[config.mk]
export PLATFORM = sky130hd
export DESIGN_NAME = sleep_power_reset_control
export DESIGN_NICKNAME = d
export VERILOG_FILES = /design/src/logic/sleep_power_reset_control_pkg.sv /design/src/logic/sleep_power_reset_control.sv
export VERILOG_INCLUDE_DIRS = /design/src /design/src/logic
export SDC_FILE = /design/constraint.sdc
export NUM_CORES = 1
export LEC_CHECK = 0
export ABC_AREA = 0
export BUFFER_PORTS_ARGS = -buffer_cell sky130_fd_sc_hd__buf_4
export CAP_MARGIN = 10
export CORE_AREA = 5 5 90 154
export DETAILED_ROUTE_END_ITERATION = 10
export DIE_AREA = 0 0 95 159
export HOLD_SLACK_MARGIN = 0.15
export SYNTH_ARGS = -nofsm -noshare
export SYNTH_HDL_FRONTEND = slang
export SYNTH_SLANG_ARGS = --single-unit
[constraint.sdc]
create_clock -name clock -period 5 [get_ports clock]
set_clock_uncertainty 0.15 [all_clocks]
set_input_delay 0.25 -clock clock [delete_from_list [all_inputs] [get_ports clock]]
set_output_delay 0.25 -clock clock [all_outputs]
set_load 0.03 [all_outputs]
[src/logic/sleep_power_reset_control_defines.svh]
`ifndef SLEEP_POWER_RESET_CONTROL_DEFINES_SVH
`define SLEEP_POWER_RESET_CONTROL_DEFINES_SVH

// ****************************************************************
// register map
// ****************************************************************
`define SLEEP_MODE_CONTROL_OFS    16'h0053
`define MCU_MISC_CONTROL_OFS      16'h0055
`define PERIPHERAL_CLOCK_GATE_OFS 16'h0064
`define IO_SPACE_BASE             16'h0020
`define REG_RESET_VALUE           8'h00

// ****************************************************************
// field positions
// ****************************************************************
`define SLEEP_ENABLE_BIT          0
`define SLEEP_MODE_LSB            1
`define SLEEP_MODE_MSB            3
`define VECTOR_UNLOCK_BIT         0
`define VECTOR_SELECT_BIT         1
`define PULLUP_DISABLE_BIT        4
`define BOD_UNLOCK_BIT            5
`define BOD_SLEEP_OFF_BIT         6
`define GATE_CONVERTER_BIT        0
`define GATE_SERIAL_PORT_0_BIT    1
`define GATE_SERIAL_PERIPH_0_BIT  2
`define GATE_TIMER_1_BIT          3
`define GATE_SERIAL_PORT_1_BIT    4
`define GATE_TIMER_0_BIT          5
`define GATE_TIMER_2_BIT          6
`define GATE_TWO_WIRE_0_BIT       7

// ****************************************************************
// timing in clock cycles, and the external clock fuse code
// ****************************************************************
`define UNLOCK_WINDOW_CYC         3'h4
`define BROWNOUT_SLEEP_OFF_TOTAL_CYC            3'h6
`define BROWNOUT_SLEEP_OFF_ACTIVE_CYC           3'h3
`define STANDBY_WAKE_CYC          20'h00006
`define CLOCK_SOURCE_FUSE_EXTERNAL_CLOCK      4'h0

`endif

[src/logic/sleep_power_reset_control_pkg.sv]
package sleep_power_reset_control_pkg;

   typedef enum logic [2:0]
   {
      MODE_IDLE        = 3'h0,
      MODE_NOISE       = 3'h1,
      MODE_POWER_DOWN  = 3'h2,
      MODE_POWER_SAVE  = 3'h3,
      MODE_RESERVED_4  = 3'h4,
      MODE_RESERVED_5  = 3'h5,
      MODE_STANDBY     = 3'h6,
      MODE_EXT_STANDBY = 3'h7
   } sleep_mode_t;

   typedef enum logic [1:0]
   {
      RUNNING,
      SLEEPING,
      WAKING
   } cpu_state_t;

endpackage

[src/logic/sleep_power_reset_control.sv]
`timescale 1ns/1ps
`default_nettype none
`include "sleep_power_reset_control_defines.svh"

module sleep_power_reset_control
#(
   parameter int unsigned     PIN_N       = 8,
   parameter int unsigned     CNT_W       = 20,
   parameter logic [CNT_W-1:0] TOUT_SUT0  = 20'h00006,
   parameter logic [CNT_W-1:0] TOUT_SUT1  = 20'h0a028,
   parameter logic [CNT_W-1:0] TOUT_SUT2  = 20'h9eb10,
   parameter logic [CNT_W-1:0] TOUT_SUT3  = 20'h00006,
   parameter logic [CNT_W-1:0] XTAL_EXTRA = 20'h04000,
   parameter logic [14:0]     BOOT_BASE0  = 15'h3f00,
   parameter logic [14:0]     BOOT_BASE1  = 15'h3e00,
   parameter logic [14:0]     BOOT_BASE2  = 15'h3c00,
   parameter logic [14:0]     BOOT_BASE3  = 15'h3800
)
(
   input  wire logic              clock,
   input  wire logic              rst_n,
   input  wire logic [15:0]       dataAddr,
   input  wire logic              dataWrite,
   input  wire logic              dataRead,
   input  wire logic [5:0]        ioAddr,
   input  wire logic              ioWrite,
   input  wire logic              ioRead,
   input  wire logic [7:0]        writeData,
   output logic      [7:0]        readData,
   input  wire logic              sleepInstr,
   input  wire logic              wakeEvent,
   input  wire logic              instrRetire,
   output logic                   cpuHalt,
   output logic      [2:0]        sleepModeField,
   output logic                   brownoutDetectorOn,
   input  wire logic [PIN_N-1:0]  pinDirection,
   input  wire logic [PIN_N-1:0]  pinOutputValue,
   output logic      [PIN_N-1:0]  pullupEnable,
   output logic                   portResetForce,
   input  wire logic [1:0]        bootAreaSizeFuse,
   input  wire logic              appSideBootLock,
   input  wire logic              bootSideBootLock,
   input  wire logic              execFromBoot,
   output logic      [14:0]       vectorBase,
   output logic                   interruptBlock,
   input  wire logic              timer2AsyncSelect,
   output logic                   gateTwoWire0,
   output logic                   gateTimer2,
   output logic                   gateTimer0,
   output logic                   gateSerialPort1,
   output logic                   gateTimer1,
   output logic                   gateSerialPeripheral0,
   output logic                   gateSerialPort0,
   output logic                   gateConverter,
   output logic                   comparatorMuxBlock,
   input  wire logic              powerOnDetect,
   input  wire logic              extReset_n,
   input  wire logic              watchdogExpire,
   input  wire logic              watchdogResetMode,
   input  wire logic              brownoutDetect,
   input  wire logic              brownoutEnable,
   input  wire logic [1:0]        startupTimeFuse,
   input  wire logic [3:0]        clockSourceFuse,
   output logic                   internalReset
);

   // ****************************************************************
   // state
   // ****************************************************************
   typedef struct packed
   {
      logic [2:0]                               sleepModeField;
      logic                                     sleepEnable;
      logic                                     brownoutSleepOff;
      logic [2:0]                               bodsTimer;
      logic [2:0]                               bodUnlockTimer;
      logic                                     pullupDisable;
      logic                                     vectorSelect;
      logic [2:0]                               vectorUnlockTimer;
      logic                                     maskHold;
      logic [7:0]                               clockGate;
      logic [7:0]                               readData;
      sleep_power_reset_control_pkg::cpu_state_t cpuState;
      logic [CNT_W-1:0]                         wakeCount;
      logic                                     bodOff;
      logic                                     rstSync1;
      logic                                     rstSync2;
      logic [CNT_W-1:0]                         delayCount;
      logic                                     internalReset;
   } state_t;

   state_t           cur;
   state_t           next_cur;
   logic             rawReset;
   logic [15:0]      regAddr;
   logic             regWrite;
   logic             regRead;
   logic             bodsActive;
   logic             bodUnlockOpen;
   logic             vectorUnlockOpen;
   logic             modeValid;
   logic [CNT_W-1:0] timeoutSel;

   // ****************************************************************
   // reset sources
   // ****************************************************************
   // pin term is combinational on purpose: port force must work clockless
   assign rawReset = powerOnDetect | ~extReset_n
                   | (watchdogExpire & watchdogResetMode)
                   | (brownoutDetect & brownoutEnable & ~cur.bodOff);
   assign portResetForce = rawReset | cur.internalReset;

   always_comb
   begin
      case (startupTimeFuse)
         2'h0:    timeoutSel = TOUT_SUT0;
         2'h1:    timeoutSel = TOUT_SUT1;
         2'h2:    timeoutSel = TOUT_SUT2;
         default: timeoutSel = TOUT_SUT3;
      endcase
      // crystal sources need extra settling beyond the start-up choice
      if (clockSourceFuse != `CLOCK_SOURCE_FUSE_EXTERNAL_CLOCK)
      begin
         timeoutSel = timeoutSel + XTAL_EXTRA;
      end
   end

   // ****************************************************************
   // register access decode
   // ****************************************************************
   assign regWrite = dataWrite | ioWrite;
   assign regRead  = dataRead | ioRead;
   // the clock gate register sits above I/O reach, data space only
   assign regAddr  = (ioWrite | ioRead)
                   ? ({10'h000, ioAddr} + `IO_SPACE_BASE)
                   : dataAddr;

   assign bodsActive = cur.brownoutSleepOff
                     & (cur.bodsTimer <= `BROWNOUT_SLEEP_OFF_ACTIVE_CYC);
   assign bodUnlockOpen    = cur.bodUnlockTimer != 3'h0;
   assign vectorUnlockOpen = cur.vectorUnlockTimer != 3'h0;

   always_comb
   begin
      case (sleep_power_reset_control_pkg::sleep_mode_t'(cur.sleepModeField))
         sleep_power_reset_control_pkg::MODE_IDLE,
         sleep_power_reset_control_pkg::MODE_POWER_DOWN,
         sleep_power_reset_control_pkg::MODE_POWER_SAVE,
         sleep_power_reset_control_pkg::MODE_STANDBY,
         sleep_power_reset_control_pkg::MODE_EXT_STANDBY:
            modeValid = 1'b1;
         default:
            modeValid = 1'b0;
      endcase
   end

   // ****************************************************************
   // next state
   // ****************************************************************
   always_comb
   begin
      next_cur = cur;

      // reset synchroniser and stretch counter
      next_cur.rstSync1 = rawReset;
      next_cur.rstSync2 = cur.rstSync1;
      if (cur.rstSync2)
      begin
         next_cur.delayCount = timeoutSel;
      end
      else if (cur.delayCount != '0)
      begin
         next_cur.delayCount = cur.delayCount - 1'b1;
      end
      next_cur.internalReset = cur.rstSync2
                             | (next_cur.delayCount != '0);

      // timed windows count down
      if (bodUnlockOpen)
      begin
         next_cur.bodUnlockTimer = cur.bodUnlockTimer - 3'h1;
      end
      if (vectorUnlockOpen)
      begin
         next_cur.vectorUnlockTimer = cur.vectorUnlockTimer - 3'h1;
      end
      if (cur.brownoutSleepOff)
      begin
         next_cur.bodsTimer = cur.bodsTimer - 3'h1;
         if (cur.bodsTimer == 3'h1)
         begin
            next_cur.brownoutSleepOff = 1'b0;
         end
      end
      if (cur.maskHold & instrRetire)
      begin
         next_cur.maskHold = 1'b0;
      end

      // register writes
      if (regWrite && regAddr == `SLEEP_MODE_CONTROL_OFS)
      begin
         next_cur.sleepEnable    = writeData[`SLEEP_ENABLE_BIT];
         next_cur.sleepModeField =
            writeData[`SLEEP_MODE_MSB:`SLEEP_MODE_LSB];
      end
      if (regWrite && regAddr == `MCU_MISC_CONTROL_OFS)
      begin
         next_cur.pullupDisable = writeData[`PULLUP_DISABLE_BIT];
         if (writeData[`BOD_SLEEP_OFF_BIT] & writeData[`BOD_UNLOCK_BIT])
         begin
            next_cur.bodUnlockTimer = `UNLOCK_WINDOW_CYC;
         end
         else
         begin
            next_cur.bodUnlockTimer = 3'h0;
            if (writeData[`BOD_SLEEP_OFF_BIT] & bodUnlockOpen)
            begin
               next_cur.brownoutSleepOff = 1'b1;
               next_cur.bodsTimer        = `BROWNOUT_SLEEP_OFF_TOTAL_CYC;
            end
         end
         if (writeData[`VECTOR_UNLOCK_BIT])
         begin
            next_cur.vectorUnlockTimer = `UNLOCK_WINDOW_CYC;
         end
         else if (vectorUnlockOpen)
         begin
            next_cur.vectorSelect      =
               writeData[`VECTOR_SELECT_BIT];
            next_cur.vectorUnlockTimer = 3'h0;
            next_cur.maskHold          = 1'b1;
         end
      end
      if (regWrite && regAddr == `PERIPHERAL_CLOCK_GATE_OFS)
      begin
         next_cur.clockGate = writeData;
      end

      // register reads, unmapped addresses answer zero
      next_cur.readData = 8'h00;
      if (regRead && regAddr == `SLEEP_MODE_CONTROL_OFS)
      begin
         next_cur.readData[`SLEEP_MODE_MSB:`SLEEP_MODE_LSB] =
            cur.sleepModeField;
         next_cur.readData[`SLEEP_ENABLE_BIT] = cur.sleepEnable;
      end
      if (regRead && regAddr == `MCU_MISC_CONTROL_OFS)
      begin
         next_cur.readData[`BOD_SLEEP_OFF_BIT]  = cur.brownoutSleepOff;
         next_cur.readData[`BOD_UNLOCK_BIT]     = bodUnlockOpen;
         next_cur.readData[`PULLUP_DISABLE_BIT] = cur.pullupDisable;
         next_cur.readData[`VECTOR_SELECT_BIT]  = cur.vectorSelect;
         next_cur.readData[`VECTOR_UNLOCK_BIT]  = vectorUnlockOpen;
      end
      if (regRead && regAddr == `PERIPHERAL_CLOCK_GATE_OFS)
      begin
         next_cur.readData = cur.clockGate;
      end

      // sleep sequencing
      case (cur.cpuState)
         sleep_power_reset_control_pkg::RUNNING:
         begin
            if (sleepInstr & cur.sleepEnable & modeValid)
            begin
               next_cur.cpuState = sleep_power_reset_control_pkg::SLEEPING;
               next_cur.bodOff   = bodsActive;
            end
         end
         sleep_power_reset_control_pkg::SLEEPING:
         begin
            if (wakeEvent)
            begin
               next_cur.cpuState = sleep_power_reset_control_pkg::WAKING;
               // standby keeps the oscillator, others restart it
               if (cur.sleepModeField[2])
               begin
                  next_cur.wakeCount = CNT_W'(`STANDBY_WAKE_CYC);
               end
               else
               begin
                  next_cur.wakeCount = timeoutSel;
               end
            end
         end
         sleep_power_reset_control_pkg::WAKING:
         begin
            next_cur.wakeCount = cur.wakeCount - 1'b1;
            if (cur.wakeCount <= {{(CNT_W-1){1'b0}}, 1'b1})
            begin
               next_cur.cpuState = sleep_power_reset_control_pkg::RUNNING;
               next_cur.bodOff   = 1'b0;
            end
         end
         default:
         begin
            next_cur.cpuState = sleep_power_reset_control_pkg::RUNNING;
         end
      endcase

      // any reset returns all control registers to initial values
      if (cur.internalReset)
      begin
         next_cur.sleepModeField    = 3'h0;
         next_cur.sleepEnable       = 1'b0;
         next_cur.brownoutSleepOff  = 1'b0;
         next_cur.bodsTimer         = 3'h0;
         next_cur.bodUnlockTimer    = 3'h0;
         next_cur.pullupDisable     = 1'b0;
         next_cur.vectorSelect      = 1'b0;
         next_cur.vectorUnlockTimer = 3'h0;
         next_cur.maskHold          = 1'b0;
         next_cur.clockGate         = `REG_RESET_VALUE;
         next_cur.readData          = `REG_RESET_VALUE;
         next_cur.cpuState  = sleep_power_reset_control_pkg::RUNNING;
         next_cur.wakeCount = '0;
         next_cur.bodOff    = 1'b0;
      end
   end

   always_ff @(posedge clock or negedge rst_n)
   begin
      if (!rst_n)
      begin
         cur <= '{
            sleepModeField:    3'h0,
            sleepEnable:       1'b0,
            brownoutSleepOff:  1'b0,
            bodsTimer:         3'h0,
            bodUnlockTimer:    3'h0,
            pullupDisable:     1'b0,
            vectorSelect:      1'b0,
            vectorUnlockTimer: 3'h0,
            maskHold:          1'b0,
            clockGate:         `REG_RESET_VALUE,
            readData:          `REG_RESET_VALUE,
            cpuState:  sleep_power_reset_control_pkg::RUNNING,
            wakeCount:         '0,
            bodOff:            1'b0,
            rstSync1:          1'b1,
            rstSync2:          1'b1,
            delayCount:        '0,
            internalReset:     1'b1
         };
      end
      else
      begin
         cur <= next_cur;
      end
   end

   // ****************************************************************
   // outputs
   // ****************************************************************
   assign readData           = cur.readData;
   assign sleepModeField     = cur.sleepModeField;
   assign internalReset      = cur.internalReset;
   assign cpuHalt = cur.cpuState != sleep_power_reset_control_pkg::RUNNING;
   assign brownoutDetectorOn = brownoutEnable & ~cur.bodOff;

   genvar pin;
   generate
      for (pin = 0; pin < PIN_N; pin++)
      begin : g_pullup
         assign pullupEnable[pin] = ~pinDirection[pin] & pinOutputValue[pin]
                                  & ~cur.pullupDisable
                                  & ~portResetForce;
      end
   endgenerate

   always_comb
   begin
      case (bootAreaSizeFuse)
         2'h0:    vectorBase = BOOT_BASE0;
         2'h1:    vectorBase = BOOT_BASE1;
         2'h2:    vectorBase = BOOT_BASE2;
         default: vectorBase = BOOT_BASE3;
      endcase
      if (!cur.vectorSelect)
      begin
         vectorBase = 15'h0000;
      end
   end

   // auto mask leaves the global interrupt flag alone, it only blocks
   assign interruptBlock = vectorUnlockOpen | cur.maskHold
      | (cur.vectorSelect & appSideBootLock & ~execFromBoot)
      | (~cur.vectorSelect & bootSideBootLock & execFromBoot);

   // gating freezes state; clearing a bit resumes where it stopped
   assign gateTwoWire0          = cur.clockGate[`GATE_TWO_WIRE_0_BIT];
   assign gateTimer2            = cur.clockGate[`GATE_TIMER_2_BIT]
                                & ~timer2AsyncSelect;
   assign gateTimer0            = cur.clockGate[`GATE_TIMER_0_BIT];
   assign gateSerialPort1       = cur.clockGate[`GATE_SERIAL_PORT_1_BIT];
   assign gateTimer1            = cur.clockGate[`GATE_TIMER_1_BIT];
   assign gateSerialPeripheral0 = cur.clockGate[`GATE_SERIAL_PERIPH_0_BIT];
   assign gateSerialPort0       = cur.clockGate[`GATE_SERIAL_PORT_0_BIT];
   assign gateConverter         = cur.clockGate[`GATE_CONVERTER_BIT];
   assign comparatorMuxBlock    = cur.clockGate[`GATE_CONVERTER_BIT];

endmodule // sleep_power_reset_control
`default_nettype wire

==> impl_metrics.json, run 1 <==
{
  "status": "finished clean",
  "synth_top_family_by_area": "simple AND/OR/NAND/NOR gates",
  "cts_sinks": 79,
  "cts_tree": "yes",
  "synthFlopType": "dfrtp_1",
  "synth-edff-count": 0,
  "die_h_um": 159,
  "grt_max_degree": 80,
  "drive_gt1_frac": 0.2397,
  "yosysSeqAreaShare": 0.4099,
  "multiInputGateArea_mm2": 0.002546,
  "synth_xor_area_frac": 0.03081,
  "syn_area_mm2": 0.004832,
  "max_slew_margin": 0.3097,
  "setup_ws_ps": 1742,
  "clock_path_buffers": 2,
  "regArea_mm2": 0.001981,
  "rsz0062_at_grt": "no",
  "fin_tns_setup_ps": 0,
  "ys_types": 67,
  "async_flop_share": 1.000,
  "wl_per_cell_um": 16.89,
  "htreeDepth": 3,
  "crit_required_ps": 5090,
  "drt_iter0_drc": 221,
  "antenna_found_initial": 0,
  "hold_path_class": "input pin to flip-flop",
  "setup_viol": 0,
  "ys_seq_elements": 79,
  "synth_compound_area_frac": 0.1450,
  "die_area_mm2": 0.01511,
  "leakage_uw": 0.002738,
  "synth_warnings": 0,
  "hpwl_um": 10750,
  "post_cts_resized": 0,
  "cts_buffers": 9,
  "gp_congestion": 0.9450,
  "routed_wl_um": 13900,
  "synthMuxAreaShare": 0.03806,
  "peakVddDrop_mv": 0.1700,
  "die_x_um": 95,
  "hold_viol_final": 0,
  "vias": 4397,
  "initial_core_util": 0.3887,
  "port_buffers": 111,
  "overflow": 0,
  "maxCapViolCount": 0,
  "critical_path_class": "flip-flop to flip-flop",
  "synthSimpleGateAreaFrac": 0.2646,
  "path_max_fanout": 5,
  "area_growth_pct": 27.78,
  "pwr_density_cell_mw_per_mm2": 264.0,
  "fin_crit_sh": 0.6515,
  "period_minus_slack_ps": 3258,
  "clk_pin_slew_worst_paths_ps": 60,
  "firstDrtPassIters": 4,
  "arrival_ps": 3350,
  "clockRootBuffer": "clkbuf_16",
  "clock.fmax_ghz": 0.3070,
  "yosys.area_share.adder": 0.04143,
  "num_rows": 54,
  "grt_pass1_wl_um": 22890,
  "ios": 121,
  "worstSetupStartpointType": "flip-flop",
  "coreArea_mm2": 0.01243,
  "slew_violations": 0,
  "syn_avg_cell_area_um2": 8.915,
  "final_nets": 739,
  "finalPower_uw": 1630,
  "largest-register": "cur",
  "viasPerCell": 5.343,
  "cp-end-kind": "flip-flop",
  "synthCells": 542,
  "worstMarginPinSlew_ps": 1036,
  "largest_register_ff_count": 60,
  "nFillCells": 1230,
  "pre_cts_ws_ps": 1801,
  "utilization": 0.4967,
  "grt_pass1_vias": 4588,
  "diodes": 0,
  "clock_latency_ps": 340,
  "drtAntennaViolNets": 0,
  "grt_usage": 0.1903,
  "drc": 0
}
==> worst max-delay path: stages, from the launching register on <==
cell	delay (ps)
dfrtp_1	420
inv_1	150
ha_1	200
nor3b_1	480
and2_2	280
nand3_1	140
xor2_1	220
a31oi_1	110
or4b_1	480
or4_1	540
==> area by class of cell <==
class | count | area share
multi-input combinational | 407 | 0.4124
sequential | 79 | 0.3208
timing repair buffer | 127 | 0.1597
clock buffer | 10 | 0.03870
tap | 168 | 0.03404
clock inverter | 6 | 0.01864
inverter | 26 | 0.01581
==> cell usage after synthesis, drive strengths merged (4+ instances only) <==
cell / number / area (um^2)
inv: 26 / 97.59
and2: 6 / 40.03
mux2i: 15 / 150.1
nand3: 12 / 60.06
ha: 16 / 200.2
o21ai: 36 / 183.9
xor2: 7 / 61.31
o31ai: 4 / 30.03
nand2: 36 / 145.1
nand2b: 6 / 37.54
nor3b: 12 / 90.09
clkbuf: 10 / 41.29
nor4: 14 / 138.9
nor2: 76 / 300.3
xnor2: 10 / 87.58
nor3: 26 / 130.1
buf: 28 / 196.4
a22oi: 6 / 45.04
a21oi: 30 / 150.1
nor2b: 9 / 56.30
or2: 6 / 40.04
nor4b: 4 / 35.03
or3: 9 / 56.30
a31oi: 8 / 50.05
o22ai: 5 / 31.28
and3: 4 / 26.28
dfrtp: 76 / 1902
or4: 6 / 45.04
==> kinds of logic after synthesis <==
family                   Yosys count
flip-flops                        79
other                              1
multiplexers                      18
AND/OR/NAND/NOR                  234
AO/OA/AOI/OAI                    113
XOR/XNOR                          17
buffers and inverters             64
adder cells (fa/ha/maj)           16
==> through the flow <==
| stage | hold slack, ps | area (um^2) | std cells |
|---|---|---|---|
| floorplan | -195.6 | 4862 | 550 |
| global placement | 197.3 | 5690 | 794 |
| detailed placement | 203.7 | 5690 | 794 |
| CTS | 191.0 | 6175 | 823 |
| global route | 206.6 | 6175 | 823 |
| finish | 193.7 | 6175 | 823 |
==> repair_timing <==
| item | CTS | global route |
|---|---|---|
| hold buffers | 13 | 0 |
| endpoints found under the hold margin | 97 | 0 |
| buffers inserted | 0 | 0 |
==> where the power goes <==
| part | leakage, uW | switching, uW | internal (uW) |
|---|---|---|---|
| clock | 0.000169 | 269 | 504 |
| sequential | 0.00107 | 22.1 | 653 |
| combinational | 0.00150 | 97.4 | 85.5 |
==> per-layer routing <==
layer	vias up	track usage	part of all wire
met1	2096	0.2049	0.37
met2	155	0.3463	0.55
met3	32	0.03924	0.052
met4	0	0.08541	0.032
li1	2114	-	-
met5	-	0	0
==> layout by cell type, fill, tap and decap left out, types with 15 or more instances in the layout <==
| cell type | count |
|---|---|
| mux2i_1 | 15 |
| dfrtp_1 | 76 |
| inv_1 | 26 |
| nor2_1 | 74 |
| buf_4 | 114 |
| ha_1 | 16 |
| a21oi_1 | 30 |
| nand2_1 | 34 |
| nor3_1 | 26 |
| o21ai_0 | 34 |
==> worst paths after layout <==
kind	from	end	slack (ps)	depth (start not counted)
min in group asynchronous	rst_n	cur[5]$_DFF_PN0_	480	2
min	dataWrite	cur[65]$_DFF_PN0_	190	4
max reg2reg	cur[1]$_DFF_PN0_	internalReset$_DFF_PN1_	1740	9
min reg2reg	cur[22]$_DFF_PN1_	cur[21]$_DFF_PN1_	210	0
max	cur[1]$_DFF_PN0_	internalReset$_DFF_PN1_	1740	9
max in group asynchronous	rst_n	cur[39]$_DFFE_PN0P_	3530	2
Power figures use the tool's default switching activity.
==> run 2: changes to the inputs <==
==> constraint.sdc (replaced) <==
create_clock -name clock -period 2.9 [get_ports clock]
set_clock_uncertainty 0.15 [all_clocks]
set_input_delay 0.145 -clock clock [delete_from_list [all_inputs] [get_ports clock]]
set_output_delay 0.145 -clock clock [all_outputs]
set_load 0.03 [all_outputs]
==> run 2 against run 1 <==
Net effect: the run now ends with setup timing left; combinational power increased to 2.6 times the previous value; first-iteration DRC count decreased by 16%; via count increased by 7.7%; largest power group unchanged.
==> impl_metrics.json, run 2 (synthesis gave the netlist of run 1 again) <==
{
  "status": "complete, but fails checks",
  "violations": "setup timing",
  "grt_pass1_vias": 5118,
  "worstSetupStartpointType": "flip-flop",
  "die_h_um": 159,
  "num_rows": 54,
  "peakVddDrop_mv": 0.3332,
  "max_slew_margin": 0.3189,
  "p_sw_frac": 0.2691,
  "setup_ws_ps": -44.42,
  "maxCapViolCount": 0,
  "pwr_density_cell_mw_per_mm2": 413.6,
  "utilization": 0.5479,
  "cts_buffers": 9,
  "cp-end-kind": "flip-flop",
  "grt_max_degree": 80,
  "intPower_uw": 2059,
  "grt_usage": 0.2100,
  "coreArea_mm2": 0.01243,
  "drtAntennaViolNets": 0,
  "viasPerCell": 5.299,
  "leakage_uw": 0.003112,
  "cts_tree": "yes",
  "grt_pass1_wl_um": 24940,
  "gp_congestion": 0.9402,
  "wl_per_cell_um": 17.09,
  "clock.fmax_ghz": 0.3396,
  "clock_power_share": 0.424,
  "fin_tns_setup_ps": -44.42,
  "worstMarginPinSlew_ps": 1022,
  "die_area_mm2": 0.01511,
  "path_max_fanout": 2,
  "firstDrtPassIters": 4,
  "period_minus_slack_ps": 2944,
  "setup_viol": 1,
  "mostFrequentLayoutCell": "buf_4",
  "clockRootBuffer": "clkbuf_16",
  "antenna_found_initial": 0,
  "clock_path_buffers": 2,
  "switchingPower_uw": 758.0,
  "die_x_um": 95,
  "rsz0062_at_grt": "yes",
  "largest_register_ff_count": 60,
  "critical_path_class": "flip-flop to flip-flop",
  "largest-register": "cur",
  "arrival_ps": 3050,
  "vias": 4737,
  "final_nets": 810,
  "drc": 0,
  "multiInputGateArea_mm2": 0.002649,
  "port_buffers": 111,
  "fin_crit_sh": 1.015,
  "htreeDepth": 3,
  "hpwl_um": 11630,
  "power_frac_comb": 0.168,
  "crit_required_ps": 3000,
  "diodes": 0,
  "drt_iter0_drc": 185,
  "clock_latency_ps": 340,
  "regArea_mm2": 0.001981,
  "mostFrequentLayoutCells": "buf_4, dfrtp_1, nor2_1",
  "area_growth_pct": 40.96,
  "slew_violations": 0,
  "hold_viol_final": 0,
  "pre_cts_ws_ps": -108.3,
  "initial_core_util": 0.3887,
  "p_seq_frac": 0.408,
  "drive_gt1_frac": 0.3237,
  "ios": 121,
  "clk_pin_slew_worst_paths_ps": 60,
  "cts_sinks": 79,
  "routed_wl_um": 15280,
  "overflow": 0,
  "hold_path_class": "flip-flop to flip-flop",
  "nFillCells": 1171
}
[run 2: critical path, cell delays in order, from the launching register on]
cell     delay (ps)
dfrtp_1         410
buf_6           140
buf_6           100
or4_4           550
nor4_4          170
o21ai_2         100
xor2_1          220
nor2_2           90
or4_1           390
or4_1           530
[run 2: layer usage]
| metal | routed length (um) | vias to the layer above | global-route usage |
|---|---|---|---|
| met5 | 0 | - | 0 |
| met4 | 600 | 0 | 0.1078 |
| met3 | 682 | 43 | 0.04161 |
| met2 | 8426 | 149 | 0.3807 |
| met1 | 5567 | 2288 | 0.2224 |
| li1 | - | 2257 | - |
[run 2: area by class of cell]
class                           count  share of cell area
Multi-Input combinational cell    407              0.3889
Tap cell                          168             0.03086
Timing Repair Buffer              198              0.2289
Clock buffer                        9             0.03306
Inverter                           26             0.01470
Sequential cell                    79              0.2908
Clock inverter                      7             0.01286
[run 2: final timing paths]
check / start / end / slack, ps / cells past startpoint
hold / removal: cur[22]$_DFF_PN1_ / cur[21]$_DFF_PN1_ / 210 / 0
min in group asynchronous: rst_n / cur[6]$_DFF_PN0_ / 360 / 2
max in group asynchronous: rst_n / cur[36]$_DFFE_PN0P_ / 1560 / 2
hold reg to reg: cur[22]$_DFF_PN1_ / cur[21]$_DFF_PN1_ / 210 / 0
setup reg to reg: cur[2]$_DFF_PN0_ / internalReset$_DFF_PN1_ / -40 / 9
setup / recovery: cur[2]$_DFF_PN0_ / internalReset$_DFF_PN1_ / -40 / 9
[run 2: through the flow]
stage | power, uW | area, um^2 | hold slack, ps | cells
after floorplan | 1341 | 4862 | -300.6 | 550
after global placement | 1555 | 6043 | 197.6 | 841
after detailed placement | 1557 | 6043 | 198.1 | 841
after CTS | 2837 | 6798 | 204.1 | 894
after global routing | 2925 | 6812 | 211.1 | 894
final | 2817 | 6812 | 206.1 | 894
[run 2: repair_timing]
| action | in CTS | in global routing |
|---|---|---|
| setup endpoints to repair | 1 | 1 |
| pin swaps | 15 | 3 |
| endpoints found under the hold margin | 102 | 0 |
| hold buffers | 20 | 0 |
| gates resized for setup | 28 | 2 |
| buffers inserted | 17 | 0 |
[run 2: power by group through the flow]
stage	registers (uW)	logic (uW)	clock network [uW]
detailed placement	1170	391	0
global route	1150	511	1260
floorplan	1170	170	0
global placement	1170	390	0
finish	1150	472	1200
CTS	1150	469	1220
